**src/core/edm_map.vh**
```
// Constants for the external data memory port.
// Assumes inclusion by core files only; no processes here.
`ifndef EDM_MAP_VH
`define EDM_MAP_VH
`define EDM_ADDR_W 13
`define EDM_DATA_W 16
`define EDM_ADDR_RST 13'h0000
`define EDM_BANK_X 1'b0
`define EDM_BANK_Y 1'b1
`define EDM_ACC_NS 8
`define EDM_ACC_CYC ((`EDM_ACC_NS + 3) / 4)
`endif

```
**src/core/edm_port.v**
```verilog
// External data memory port with bus hold; top of this block.
// Assumes core requests and pins are synchronous to clk_in.
// What this block does
// - Bank select low picks X space, high picks Y space.
// - Idle address bus keeps showing the last accessed address.
// - After reset the address bus shows all zeros until first access.
// - Data bus floats when not accessing and when bus granted away.
// - Bus owner strobe is low while this port uses the bus.
// - Hold grant goes low once the external master may use the bus.
// - While granted, bank, address and strobes float.
`timescale 1ns/1ps
`include "edm_map.vh"
module edm_port #(
  parameter AW = `EDM_ADDR_W,
  parameter DW = `EDM_DATA_W,
  parameter ACC_CYC = `EDM_ACC_CYC
) (
  input wire clk_in,
  input wire rst_n_in,
  input wire req_in,
  input wire req_write_in,
  input wire req_bank_in,
  input wire [AW-1:0] req_addr_in,
  input wire [DW-1:0] req_wdata_in,
  output wire req_ready_out,
  output reg rd_valid_out,
  output reg [DW-1:0] rd_data_out,
  output wire bank_sel_out,
  output wire bank_sel_oe_out,
  output wire [AW-1:0] ext_address_bus_out,
  output wire ext_address_bus_oe_out,
  input wire [DW-1:0] ext_data_bus_in,
  output wire [DW-1:0] ext_data_bus_out,
  output wire ext_data_bus_oe_out,
  output wire mem_read_strobe_n_out,
  output wire mem_write_strobe_n_out,
  output wire mem_strobe_oe_out,
  input wire bus_hold_request_n_in,
  output wire bus_hold_grant_n_out,
  output wire bus_owner_strobe_n_out
);
  localparam ST_IDLE = 1'b0;
  localparam ST_ACC = 1'b1;
  localparam [7:0] CNT_ZERO = 8'h00;
  localparam [7:0] CNT_STEP = 8'h01;

  // Last count of an access; a zero cycle count still gives one cycle
  function [7:0] last_count;
    input integer cycles;
    integer span;
    begin
      span = cycles - 1;
      if (span < 0) begin
        span = 0;
      end
      last_count = span[7:0];
    end
  endfunction

  // Strobe level for one direction; high whenever that direction is idle
  function strobe_level_n;
    input acc_busy;
    input acc_write;
    input want_write;
    begin
      strobe_level_n = !(acc_busy && (acc_write == want_write));
    end
  endfunction

  localparam [7:0] CNT_LAST = last_count(ACC_CYC);

  // Access state
  reg state_reg;
  reg state_next;
  reg [7:0] cnt_reg;
  reg [7:0] cnt_next;
  reg write_reg;
  reg write_next;

  // Held pin values
  reg bank_reg;
  reg bank_next;
  reg [AW-1:0] addr_reg;
  reg [AW-1:0] addr_next;
  reg [DW-1:0] wdata_reg;
  reg [DW-1:0] wdata_next;

  // Read return
  reg rd_valid_next;
  reg [DW-1:0] rd_data_next;

  // Pin strobes
  reg rd_strobe_n_reg;
  reg wr_strobe_n_reg;
  reg owner_n_reg;
  reg data_drive_reg;

  wire granted;
  wire busy;
  wire start;
  wire last_beat;
  wire busy_next;

  assign busy = (state_reg == ST_ACC);
  assign last_beat = busy && (cnt_reg == CNT_LAST);
  // No start while granted or a request is pending
  assign start = (state_reg == ST_IDLE) && req_in && !granted &&
    bus_hold_request_n_in;
  assign req_ready_out = start;
  assign busy_next = (state_next == ST_ACC);

  // Grant only from idle, so an access is never cut short
  edm_arbiter u_arb (
    .clk_in(clk_in),
    .rst_n_in(rst_n_in),
    .hold_req_n_in(bus_hold_request_n_in),
    .busy_in(busy),
    .granted_out(granted)
  );

  always @* begin
    state_next = state_reg;
    cnt_next = cnt_reg;
    write_next = write_reg;
    bank_next = bank_reg;
    addr_next = addr_reg;
    wdata_next = wdata_reg;
    rd_valid_next = 1'b0;
    rd_data_next = rd_data_out;
    case (state_reg)
      ST_IDLE: begin
        if (start) begin
          state_next = ST_ACC;
          cnt_next = CNT_ZERO;
          write_next = req_write_in;
          bank_next = req_bank_in;
          addr_next = req_addr_in;
          wdata_next = req_wdata_in;
        end
      end
      ST_ACC: begin
        if (last_beat) begin
          state_next = ST_IDLE;
          // Sample late, giving the memory its full access time
          if (!write_reg) begin
            rd_valid_next = 1'b1;
            rd_data_next = ext_data_bus_in;
          end
        end else begin
          cnt_next = cnt_reg + CNT_STEP;
        end
      end
      default: begin
        state_next = ST_IDLE;
      end
    endcase
  end

  // Address held after access ends; cleared only by reset
  always @(posedge clk_in) begin
    if (!rst_n_in) begin
      state_reg <= ST_IDLE;
      cnt_reg <= CNT_ZERO;
      write_reg <= 1'b0;
      bank_reg <= `EDM_BANK_X;
      addr_reg <= `EDM_ADDR_RST;
      wdata_reg <= {DW{1'b0}};
      rd_valid_out <= 1'b0;
      rd_data_out <= {DW{1'b0}};
    end else begin
      state_reg <= state_next;
      cnt_reg <= cnt_next;
      write_reg <= write_next;
      bank_reg <= bank_next;
      addr_reg <= addr_next;
      wdata_reg <= wdata_next;
      rd_valid_out <= rd_valid_next;
      rd_data_out <= rd_data_next;
    end
  end

  // Strobes from the next state, so pins line up with busy glitch free
  always @(posedge clk_in) begin
    if (!rst_n_in) begin
      rd_strobe_n_reg <= 1'b1;
      wr_strobe_n_reg <= 1'b1;
      owner_n_reg <= 1'b1;
      data_drive_reg <= 1'b0;
    end else begin
      rd_strobe_n_reg <= strobe_level_n(busy_next, write_next, 1'b0);
      wr_strobe_n_reg <= strobe_level_n(busy_next, write_next, 1'b1);
      owner_n_reg <= !busy_next;
      data_drive_reg <= busy_next && write_next;
    end
  end

  assign bank_sel_out = bank_reg;
  assign ext_address_bus_out = addr_reg;
  assign bank_sel_oe_out = !granted;
  assign ext_address_bus_oe_out = !granted;
  assign mem_strobe_oe_out = !granted;
  assign mem_read_strobe_n_out = rd_strobe_n_reg;
  assign mem_write_strobe_n_out = wr_strobe_n_reg;
  assign ext_data_bus_out = wdata_reg;
  // Grant never rises mid access, the grant term is a second guard
  assign ext_data_bus_oe_out = data_drive_reg && !granted;
  assign bus_owner_strobe_n_out = owner_n_reg;
  assign bus_hold_grant_n_out = !granted;
endmodule // edm_port

```
**src/core/edm_arbiter.v**
```verilog
// Bus hold arbiter for the external data memory port.
// Assumes hold request is synchronous to clk_in and active low.
`timescale 1ns/1ps
`include "edm_map.vh"
module edm_arbiter (
  input wire clk_in,
  input wire rst_n_in,
  input wire hold_req_n_in,
  input wire busy_in,
  output wire granted_out
);
  reg granted_reg;
  reg granted_next;

  always @* begin
    granted_next = granted_reg;
    if (!hold_req_n_in && !busy_in) begin
      granted_next = 1'b1;
    end else if (hold_req_n_in) begin
      granted_next = 1'b0;
    end
  end

  always @(posedge clk_in) begin
    if (!rst_n_in) begin
      granted_reg <= 1'b0;
    end else begin
      granted_reg <= granted_next;
    end
  end

  assign granted_out = granted_reg;
endmodule // edm_arbiter

```
**config.mk**
```make
export PLATFORM = sky130hd
export DESIGN_NAME = edm_port
export DESIGN_NICKNAME = d
export VERILOG_FILES = /design/src/core/edm_port.v /design/src/core/edm_arbiter.v
export VERILOG_INCLUDE_DIRS = /design/src /design/src/core
export SDC_FILE = /design/constraint.sdc
export NUM_CORES = 1
export LEC_CHECK = 0
export BUFFER_PORTS_ARGS = -buffer_cell sky130_fd_sc_hd__buf_2
export CAP_MARGIN = 25
export CORE_UTILIZATION = 50
export DETAILED_ROUTE_END_ITERATION = 10
export GPL_TIMING_DRIVEN = 0
export PLACE_DENSITY = 0.8
export SLEW_MARGIN = 5
export SYNTH_ARGS = -nofsm -noshare
export SYNTH_HDL_FRONTEND = slang
export SYNTH_HIERARCHICAL = 1
export SYNTH_SLANG_ARGS = --single-unit
```
**constraint.sdc**
```tcl
create_clock -name clk_in -period 3.9 [get_ports clk_in]
set_clock_uncertainty 0.15 [all_clocks]
set_input_delay 0.78 -clock clk_in [delete_from_list [all_inputs] [get_ports clk_in]]
set_output_delay 0.78 -clock clk_in [all_outputs]
set_load 0.05 [all_outputs]
```
**Word-level counts from Yosys, hierarchy flattened**

Index checks and enable logic that the tools add are counted.

- Bits in registers: 62
- Bits of input ports: 51
- Output and inout port bits: 56
- Logic and storage cells: 50

- Add/subtract/negate cells: 1
- Equal/unequal tests: 3
- Multiplexer cells: 11
- Bitwise logic cells: 3
- Reductions and logical operators: 19

Operator list:

| operator | number |
|---|---|
| two-way mux 8 bit | 2 |
| one-hot mux 8 bit (2 select lines) | 1 |
| adder 8 x 1 -> 8 bit (second input constant) | 1 |
| == test 8 x 1 -> 1 bit (second input constant) | 1 |
| logical AND 1 bit | 8 |
| two-way mux 1 bit | 7 |
| zero test 1 bit | 6 |
| AND reduction 3 bit | 2 |
| != test 2 bit (second input constant) | 2 |
| AND reduction 2 bit | 2 |
| NOT 1 bit | 3 |
| one-hot mux 1 bit (2 select lines) | 1 |
| nonzero test 2 bit | 1 |

**Longest topological paths before layout**

Gate-level depths: netlist of run 1.

- Depth after elaboration: 9
- Depth in mapped cells: 7
- Mapped depth without buffers: 5

**Modules after synthesis**

The synthesis of run 1 kept the hierarchy.

By module, submodules not included:

| module | times used | cells an instance | area each (µm²) | sequential area each (µm²) |
|---|---|---|---|---|
| edm_port | 1 | 276 | 2,451.1 | 1,221.2 |
| edm_arbiter | 1 | 3 | 46.3 | 20.0 |

**Worst setup path after synthesis of run 1**

Ideal clock, no wire load.

- Path type: input port to output port
- From: input port req_in
- To: output port req_ready_out
- Arrival: 1,352 ps
- Required time: 2,970 ps
- Path slack: 1,618 ps
- Stages on the path: 3
- Buffers on the path: 1
- Path through: nand4bb_1 > clkinv_1 > buf_2

- Cells in the longest elaborated chain, start to end: 3

RTL lines:

| item | line | source |
|---|---|---|
| start: declaration | edm_port.v:20 | `input wire req_in,` |
| logical AND 1 bit (3 in a row) | edm_port.v:107 | `assign start = (state_reg == ST_IDLE) && req_in && !granted &&` |
| end: declaration | edm_port.v:25 | `output wire req_ready_out,` |

No other way between the ends.

**Final worst setup path of run 1**

- From: input port bus_hold_request_n_in
- To: output port req_ready_out

- Cells in the longest elaborated chain, start to end: 1

RTL lines:

| item | line | source |
|---|---|---|
| start: declaration | edm_port.v:38 | `input wire bus_hold_request_n_in,` |
| logical AND 1 bit | edm_port.v:107 |  |

No other way between the ends.

==> results_dict.tcl, run 1 <==
set metrics [dict create \
    outcome "complete, no violations" \
    pwr-share-clk_pct 42.9 \
    setup_viol 0 \
    slowest_stage "buf_2" \
    end_kind "primary output" \
    cts_root_buffer "clkbuf_8" \
    netlist-cell-type-count 38 \
    cts.sinks 62 \
    p_leak_nw 1.50 \
    die_x_um 72.7 \
    cts_hold_buffers 0 \
    wl_per_cell_um 11.5 \
    io_pins 107 \
    vias 2244 \
    clk-insertion-delay-late_ns 0.33 \
    grt_remaining_overflow 0 \
    worst-slew-pin-transition_ns 0.550 \
    tns_ns 0 \
    final.min_clock_period_ns 2.65 \
    layout_common_cells "buf_2 (112), nand2_1 (99), dfxtp_1 (62)" \
    detail_route.first_pass.iterations 4 \
    intPower_mw 1.14 \
    cpPeakStageDelay_ns 0.30 \
    holdPathEnd "rd_data_out[6]" \
    rows 25 \
    die_y_um 72.7 \
    postCtsResizedCells 0 \
    gp_congestion 0.784 \
    start_util_pct 52.5 \
    grt_antenna_before_repair 0 \
    cts_tree "yes" \
    min_path_type "reg2reg" \
    syn-instance-count 279 \
    synth-main-ff-cell "dfxtp_1" \
    dp.cells 452 \
    core_area_mm2 0.00475 \
    maxCapViolCount 0 \
    grt_pass1_vias 2138 \
    path_clk_slew_ns 0.06 \
    cp_cell_sequence "buf_2, nand4bb_1, clkinv_1, buf_2, buf_2" \
    grt_use_total_pct 22.1 \
    rsz0062_at_grt "false" \
    route.detailed.drc 0 \
    max_freq_mhz 377 \
    cts_made_buffers 9 \
    final_util_pct 70.3 \
    io_buffers 106 \
    syn2layout_area_growth_pct 33.8 \
    startpoint_type "primary input" \
    clk_path_buf_depth 2 \
    min-delay-start "rd_data_out[6]" \
    drive_gt1_share_pct 34.2 \
    p_comb_share_pct 13.3 \
    fin_nets 449 \
    wl_um 5390 \
    sw_frac_of_total_pct 24.8 \
    cp_data_required_time_ns 2.97 \
    pwr-share-seq_pct 43.8 \
    fillers 437 \
    die_area_mm2 0.00528 \
    min_path_cells 2 \
    setup_slack_ns 1.25 \
    dp_hpwl_um 3890 \
    instances_no_fill 468 \
    p_switching_uw 378 \
    r2r_slack_ns 2.00 \
    grt_pass1_wl_um 8960 \
    crit_path_start "bus_hold_request_n_in" \
    ys.warnings.count 6 \
    mostFrequentLayoutCell "buf_2" \
    post-place-ws_ns 1.24 \
    crit_fanout 10 \
    synth_enable_flop_cells 0 \
    drt_iter0_drc 95 \
    syn_area_per_cell_um2 8.95 \
    slew_headroom_pct 63.0 \
    viasPerCell 4.79 \
    drv_slew 0 \
    ir_drop_uv 292 \
    htreeDepth 3 \
    netlist_area_mm2 0.00250 \
    grt_max_degree 11 \
    hold_violations 0 \
    worstPathBufferInverterCount 4 \
    crit_path_frequent_cell "buf_2" \
    rr_endpoint "rd_data_out[3]" \
    synthesis.nets 332 \
    cp_top_family "buffers and inverters" \
    p_per_area_mw_per_mm2 455 \
    rr_worst_depth 6 \
    ys_ff_latch 62 \
    insertedDiodeCount 0 \
    period_share_pct 68.0 \
    synthArstFlopShare_pct 0 \
    cp.arrival_ns 1.72 \
    postCtsSetupBuffers 0 \
    power_mw 1.52 \
    r2r_start "cnt_reg[0]" \
    criticalPathCategory "in2out" \
    ys_seq_area_share_pct 49.7 \
    antenna_left 0 \
]
==> synth_stat cells (3+ instances only) <==
library cell | instances | area (um^2)
nand2_1 | 99 | 372
a21boi_0 | 28 | 210
nand2b_1 | 3 | 18.8
nand3_1 | 5 | 25.0
buf_4 | 3 | 22.5
clkbuf_1 | 8 | 30.0
buf_2 | 6 | 30.0
mux2i_1 | 19 | 190
inv_1 | 3 | 11.3
dfxtp_1 | 62 | 1240
o21ai_0 | 3 | 15.0
a21oi_1 | 4 | 20.0
a21boi_1 | 5 | 37.5
nor2_1 | 3 | 11.3
==> cell families after synthesis <==
kind of cell / after synthesis / synth area share [%]
AO/OA/AOI/OAI: 45 / 13.0
XOR/XNOR: 2 / 0.702
adder cells (fa/ha/maj): 2 / 1.00
buffers and inverters: 24 / 5.31
flip-flops: 62 / 49.7
multiplexers: 19 / 7.62
AND/OR/NAND/NOR: 125 / 22.6
==> worst min-delay path: stages, from the launching register on <==
cell and delay [ns]:
dfxtp_1 0.31, nand2_1 0.05, mux2i_1 0.05
==> final cells by class <==
type	count	area (um^2)	area share (%)
tap	67	83.8	2.51
inverter	4	15.0	0.449
clock buffer	12	135	4.04
multi-input combinational	193	1120	33.6
buffer	20	118	3.52
sequential	62	1240	37.1
clock inverter	4	95.1	2.85
timing repair buffer	106	531	15.9
==> how the worst max path moves through the flow <==
stage | depth (start not counted) | end
final | 5 | req_ready_out
after global routing | 4 | req_ready_out
after CTS | 5 | req_ready_out
after detailed placement | 5 | req_ready_out
after global placement | 5 | req_ready_out
after floorplan | 3 | req_ready_out
==> power groups by stage <==
stage                     Clock [mW]  Sequential (mW)  Combinational, mW
after CTS                      0.671            0.667              0.204
after global placement             0            0.680              0.200
after global routing           0.694            0.669              0.218
after detailed placement           0            0.681              0.203
after floorplan                    0            0.743             0.0780
final                          0.653            0.667              0.202
==> metal layers <==
layer | vias to the layer above | wire length [um] | track usage [%]
met4 | 0 | 64 | 9.80
met2 | 86 | 2440 | 36.2
met5 | - | 0 | 0
met3 | 6 | 442 | 7.73
li1 | 1152 | - | -
met1 | 1000 | 2440 | 26.0
==> through the flow <==
step	hold slack, ns	cell area [um^2]
3_5_place_dp	0.297	3110
5_1_grt	0.322	3340
6_report	0.305	3340
3_3_place_gp	0.289	3110
4_1_cts	0.306	3340
2_1_floorplan	0.298	2500
Note: power is estimated with default switching activity, not from simulation.
==> run 2: changes to the inputs <==
--- a/config.mk
+++ b/config.mk
@@ -6,12 +6,13 @@
 export SDC_FILE = /design/constraint.sdc
 export NUM_CORES = 1
 export LEC_CHECK = 0
+export ABC_AREA = 1
 export BUFFER_PORTS_ARGS = -buffer_cell sky130_fd_sc_hd__buf_2
 export CAP_MARGIN = 25
-export CORE_UTILIZATION = 50
+export CORE_UTILIZATION = 47
 export DETAILED_ROUTE_END_ITERATION = 10
 export GPL_TIMING_DRIVEN = 0
-export PLACE_DENSITY = 0.8
+export PLACE_DENSITY = 0.76
 export SLEW_MARGIN = 5
 export SYNTH_ARGS = -nofsm -noshare
 export SYNTH_HDL_FRONTEND = slang
==> constraint.sdc (replaced) <==
create_clock -name clk_in -period 2.5 [get_ports clk_in]
set_clock_uncertainty 0.15 [all_clocks]
set_input_delay 0.5 -clock clk_in [delete_from_list [all_inputs] [get_ports clk_in]]
set_output_delay 0.5 -clock clk_in [all_outputs]
set_load 0.05 [all_outputs]
==> results_dict.tcl, run 2 <==
set metrics [dict create \
    cts_root_buffer "clkbuf_8" \
    syn-instance-count 309 \
    detail_route.first_pass.iterations 4 \
    htreeDepth 3 \
    cts.sinks 62 \
    die_area_mm2 0.00569 \
    synth_enable_flop_cells 0 \
    slowest_stage "dfxtp_1" \
    final.min_clock_period_ns 2.32 \
    clk-insertion-delay-late_ns 0.32 \
    cp.arrival_ns 1.67 \
    whs_ns 0.270 \
    grt_max_degree 11 \
    mostFrequentLayoutCell "buf_2" \
    fillers 472 \
    die_y_um 75.4 \
    clk_path_buf_depth 2 \
    io_pins 107 \
    max_freq_mhz 431 \
    r2r_start "cnt_reg[0]" \
    synthesis.nets 362 \
    synth_commonest_cells "nor2_1 (68), dfxtp_1 (62), o21ai_0 (31), nand3_1 (30), nand2_1 (28)" \
    synth-main-ff-cell "dfxtp_1" \
    met2_length_um 2560 \
    design_area_mm2 0.00334 \
    cp_data_required_time_ns 1.85 \
    setup_viol 0 \
    grt_remaining_overflow 0 \
    postCtsResizedCells 0 \
    synth.area.top_cells "dfxtp_1 (49%), nor2_1 (10%), o21ai_0 (6.1%)" \
    worst-slew-pin-transition_ns 0.637 \
    wl_um 5520 \
    grt_antenna_before_repair 0 \
    synth_top_area_cell "dfxtp_1" \
    r2r_slack_ns 0.89 \
    vias 2327 \
    ir_drop_uv 409 \
    placed_cell_area_mm2 0.00315 \
    multi_input_area_mm2 0.00107 \
    cpPeakStageDelay_ns 0.33 \
    hold_violations 0 \
    rows 26 \
    slew_headroom_pct 57.6 \
    end_kind "primary output" \
    crit_path_frequent_cell "buf_2" \
    setup_slack_ns 0.180 \
    cts_hold_buffers 0 \
    wl_met1_um 2490 \
    fin_nets 479 \
    start_util_pct 49.3 \
    startpoint_type "flip-flop" \
    route.met3.wl_um 404 \
    crit_path_start "busy" \
    grt_pass1_wl_um 8710 \
    cts_tree "yes" \
    path_clk_slew_ns 0.07 \
    grt_use_total_pct 20.3 \
    viasPerCell 4.65 \
    core_area_mm2 0.00514 \
    ys_seq_area_share_pct 49.0 \
    post-place-ws_ns 0.407 \
    drive_gt1_share_pct 38.6 \
    wl_per_cell_um 11.0 \
    maxCapViolCount 0 \
    rsz0062_at_grt "false" \
    synth_top_area_share_pct 49.0 \
    outcome "complete, no violations" \
    ys.warnings.count 6 \
    gp_congestion 0.835 \
    ys_ff_latch 62 \
    antenna_left 0 \
    p_per_area_mw_per_mm2 696 \
    criticalPathCategory "reg2out" \
    drv_slew 0 \
    insertedDiodeCount 0 \
    regArea_mm2 0.00124 \
    highest_layer "met4" \
    setup.worst_path.end "req_ready_out" \
    dp_hpwl_um 4050 \
    min_path_type "in2reg" \
    io_buffers 106 \
    postCtsSetupBuffers 0 \
    grt_pass1_vias 2025 \
    layout_common_cells "buf_2 (111), nor2_1 (68), dfxtp_1 (62)" \
    p_leak_nw 1.53 \
    cp_cell_sequence "buf_6, inv_6, nand4_4, inv_1, buf_2, buf_2" \
    die_x_um 75.4 \
    cts_made_buffers 9 \
    final_util_pct 65.0 \
    tns_ns 0 \
    rr_worst_depth 9 \
    route.detailed.drc 0 \
    netlist-cell-type-count 32 \
    crit_fanout 10 \
    synthArstFlopShare_pct 0 \
    syn_area_per_cell_um2 8.20 \
    netlist_area_mm2 0.00253 \
    synth.most_common_cell "nor2_1" \
    period_share_pct 92.8 \
    drt_iter0_drc 84 \
    rr_endpoint "rd_data_out[5]" \
    syn2layout_area_growth_pct 31.8 \
]
run 2: worst min path at each step:
stage / from / to / slack (ns) / depth (start not counted)
2_1_floorplan: busy / u_arb/granted_out / 0.31 / 3
3_3_place_gp: rd_data_out[15] / rd_data_out[15] / 0.30 / 2
3_5_place_dp: rd_data_out[6] / rd_data_out[6] / 0.30 / 2
4_1_cts: req_wdata_in[8] / ext_data_bus_out[8] / 0.25 / 3
5_1_grt: req_wdata_in[13] / ext_data_bus_out[13] / 0.27 / 3
6_report: req_wdata_in[11] / ext_data_bus_out[11] / 0.27 / 3
run 2: per-layer routing:
metal | vias to the layer above | GRT usage, %
li1 | 1235 | -
met1 | 1009 | 24.8
met2 | 77 | 32.7
met3 | 6 | 5.95
met4 | 0 | 9.88
met5 | - | 0
run 2: metrics by stage:
| step | std cells | power, mW |
|---|---|---|
| after floorplan | 309 | 1.39 |
| after global placement | 485 | 1.50 |
| after detailed placement | 485 | 1.51 |
| after CTS | 500 | 2.35 |
| after global routing | 500 | 2.43 |
| final | 500 | 2.33 |
run 2: kinds of logic after synthesis:
logic type | count (synthesis) | synth area share [%]
flip-flops | 62 | 49.0
AO/OA/AOI/OAI | 57 | 12.9
XOR/XNOR | 1 | 0.346
adder cells (fa/ha/maj) | 2 | 0.987
buffers and inverters | 39 | 8.69
AND/OR/NAND/NOR | 148 | 28.1
run 2: power breakdown:
part           switching [mW]  internal, mW  leakage (nW)
Sequential             0.0246          1.03         0.505
Combinational           0.302         0.122         0.929
Clock                   0.365         0.479        0.0952
run 2: layout make-up:
cell class | count | area share (%)
clock inverter | 4 | 1.42
buffer | 19 | 4.04
timing repair buffer | 106 | 15.9
clock buffer | 11 | 4.23
tap | 70 | 2.62
inverter | 20 | 2.55
multi-input combinational | 208 | 32.1
sequential | 62 | 37.1
run 2: worst max-delay path, delay by kind of cell (launching register included):
family,cells,cell delay (ns)
flip-flops,1,0.33
AND/OR/NAND/NOR,1,0.12
buffers and inverters,5,0.89
==> run 3: changes to the inputs <==
--- a/config.mk
+++ b/config.mk
@@ -9,6 +9,7 @@
 export ABC_AREA = 1
 export BUFFER_PORTS_ARGS = -buffer_cell sky130_fd_sc_hd__buf_2
 export CAP_MARGIN = 25
+export CORE_ASPECT_RATIO = 0.6
 export CORE_UTILIZATION = 47
 export DETAILED_ROUTE_END_ITERATION = 10
 export GPL_TIMING_DRIVEN = 0
==> results_dict.tcl, run 3 (synthesis results as in run 2) <==
set metrics [dict create \
    final_util_pct 65.0 \
    drive_gt1_share_pct 38.7 \
    postCtsResizedCells 0 \
    core_area_mm2 0.00513 \
    placed_cell_area_mm2 0.00315 \
    design_area_mm2 0.00333 \
    drv_slew 0 \
    postCtsSetupBuffers 0 \
    cts.sinks 62 \
    slew_headroom_pct 56.4 \
    whs_ns 0.269 \
    route.detailed.drc 0 \
    rsz0062_at_grt "false" \
    max_freq_mhz 431 \
    setup_slack_ns 0.179 \
    die_x_um 96.8 \
    grt_use_total_pct 21.2 \
    start_util_pct 49.4 \
    grt_antenna_before_repair 0 \
    startpoint_type "flip-flop" \
    wl_um 5730 \
    multi_input_area_mm2 0.00107 \
    drt_iter0_drc 92 \
    post-place-ws_ns 0.414 \
    cp.arrival_ns 1.67 \
    p_leak_nw 1.53 \
    cp_data_required_time_ns 1.85 \
    clk-insertion-delay-late_ns 0.33 \
    setup_viol 0 \
    mostFrequentLayoutCell "buf_2" \
    crit_fanout 10 \
    rows 20 \
    hold_violations 0 \
    ir_drop_uv 473 \
    tns_ns 0 \
    criticalPathCategory "reg2out" \
    r2r_start "cnt_reg[0]" \
    io_buffers 106 \
    cts_tree "yes" \
    io_pins 107 \
    viasPerCell 4.79 \
    grt-busiest-layer "met2" \
    crit_path_start "busy" \
    outcome "complete, no violations" \
    end_kind "primary output" \
    antenna_left 0 \
    insertedDiodeCount 0 \
    clk_path_buf_depth 2 \
    grt_remaining_overflow 0 \
    fin_nets 479 \
    min-delay-start "req_addr_in[12]" \
    die_y_um 58.9 \
    grt_pass1_wl_um 9470 \
    grt_max_degree 11 \
    worst-slew-pin-transition_ns 0.655 \
    cts_made_buffers 9 \
    detail_route.first_pass.iterations 4 \
    vias 2372 \
    wl_per_cell_um 11.6 \
    gr-usage-met3_pct 7.48 \
    grtUsageMet1_pct 27.8 \
    cts_root_buffer "clkbuf_8" \
    maxCapViolCount 0 \
    dp_hpwl_um 4240 \
    period_share_pct 92.8 \
    fillers 466 \
    cts_hold_buffers 0 \
    gp_congestion 0.814 \
    layout_common_cells "buf_2 (111), nor2_1 (68), dfxtp_1 (62)" \
    met2_usage_pct 32.4 \
    p_per_area_mw_per_mm2 695 \
    regArea_mm2 0.00124 \
    min_path_type "in2reg" \
    htreeDepth 3 \
    grt_pass1_vias 2133 \
    die_area_mm2 0.00570 \
    path_clk_slew_ns 0.07 \
    syn2layout_area_growth_pct 31.5 \
    final.min_clock_period_ns 2.32 \
]
==> run 3: cell count changes in the layout (fill, tap and decap cells not counted) <==
cell	before	now
clkinv_4	0	1
clkinvlp_4	1	0
clkbuf_1	6	5
==> run 3: path summary, 6_finish.rpt <==
path	end	slack [ns]	cells past startpoint
setup / recovery	req_ready_out	0.18	6
hold / removal	ext_address_bus_out[12]	0.27	3
setup reg to reg	rd_data_out[9]	0.89	9
hold reg to reg	rd_data_out[2]	0.31	2
==> run 3: power by group <==
part / leakage (nW) / internal [mW] / switching [mW]
combinational: 0.929 / 0.122 / 0.306
sequential: 0.505 / 1.03 / 0.0243
clock: 0.0980 / 0.474 / 0.357
==> run 3: cell type report <==
cell class	count	area share, %
timing repair buffer	106	15.9
inverter	20	2.55
buffer	19	4.05
clock buffer	10	4.13
sequential	62	37.2
tap	66	2.48
clock inverter	4	1.46
multi-input combinational	208	32.2
==> run 3: metrics by stage <==
| step | power [mW] | std cells |
|---|---|---|
| after floorplan | 1.39 | 309 |
| after global placement | 1.50 | 481 |
| after detailed placement | 1.51 | 481 |
| after CTS | 2.34 | 495 |
| after global routing | 2.43 | 495 |
| final | 2.32 | 495 |
==> run 3: critical path, stage by stage, from the launching register on <==
cell and delay (ns):
dfxtp_1 0.32, buf_6 0.15, inv_6 0.09, nand4_4 0.11
inv_1 0.14, buf_2 0.23, buf_2 0.30
==> run 3: layer usage <==
layer / part of all wire (%) / vias up
li1: - / 1232
met1: 49 / 1063
met2: 45 / 75
met3: 6.1 / 2
met4: 0.42 / 0
met5: 0 / -
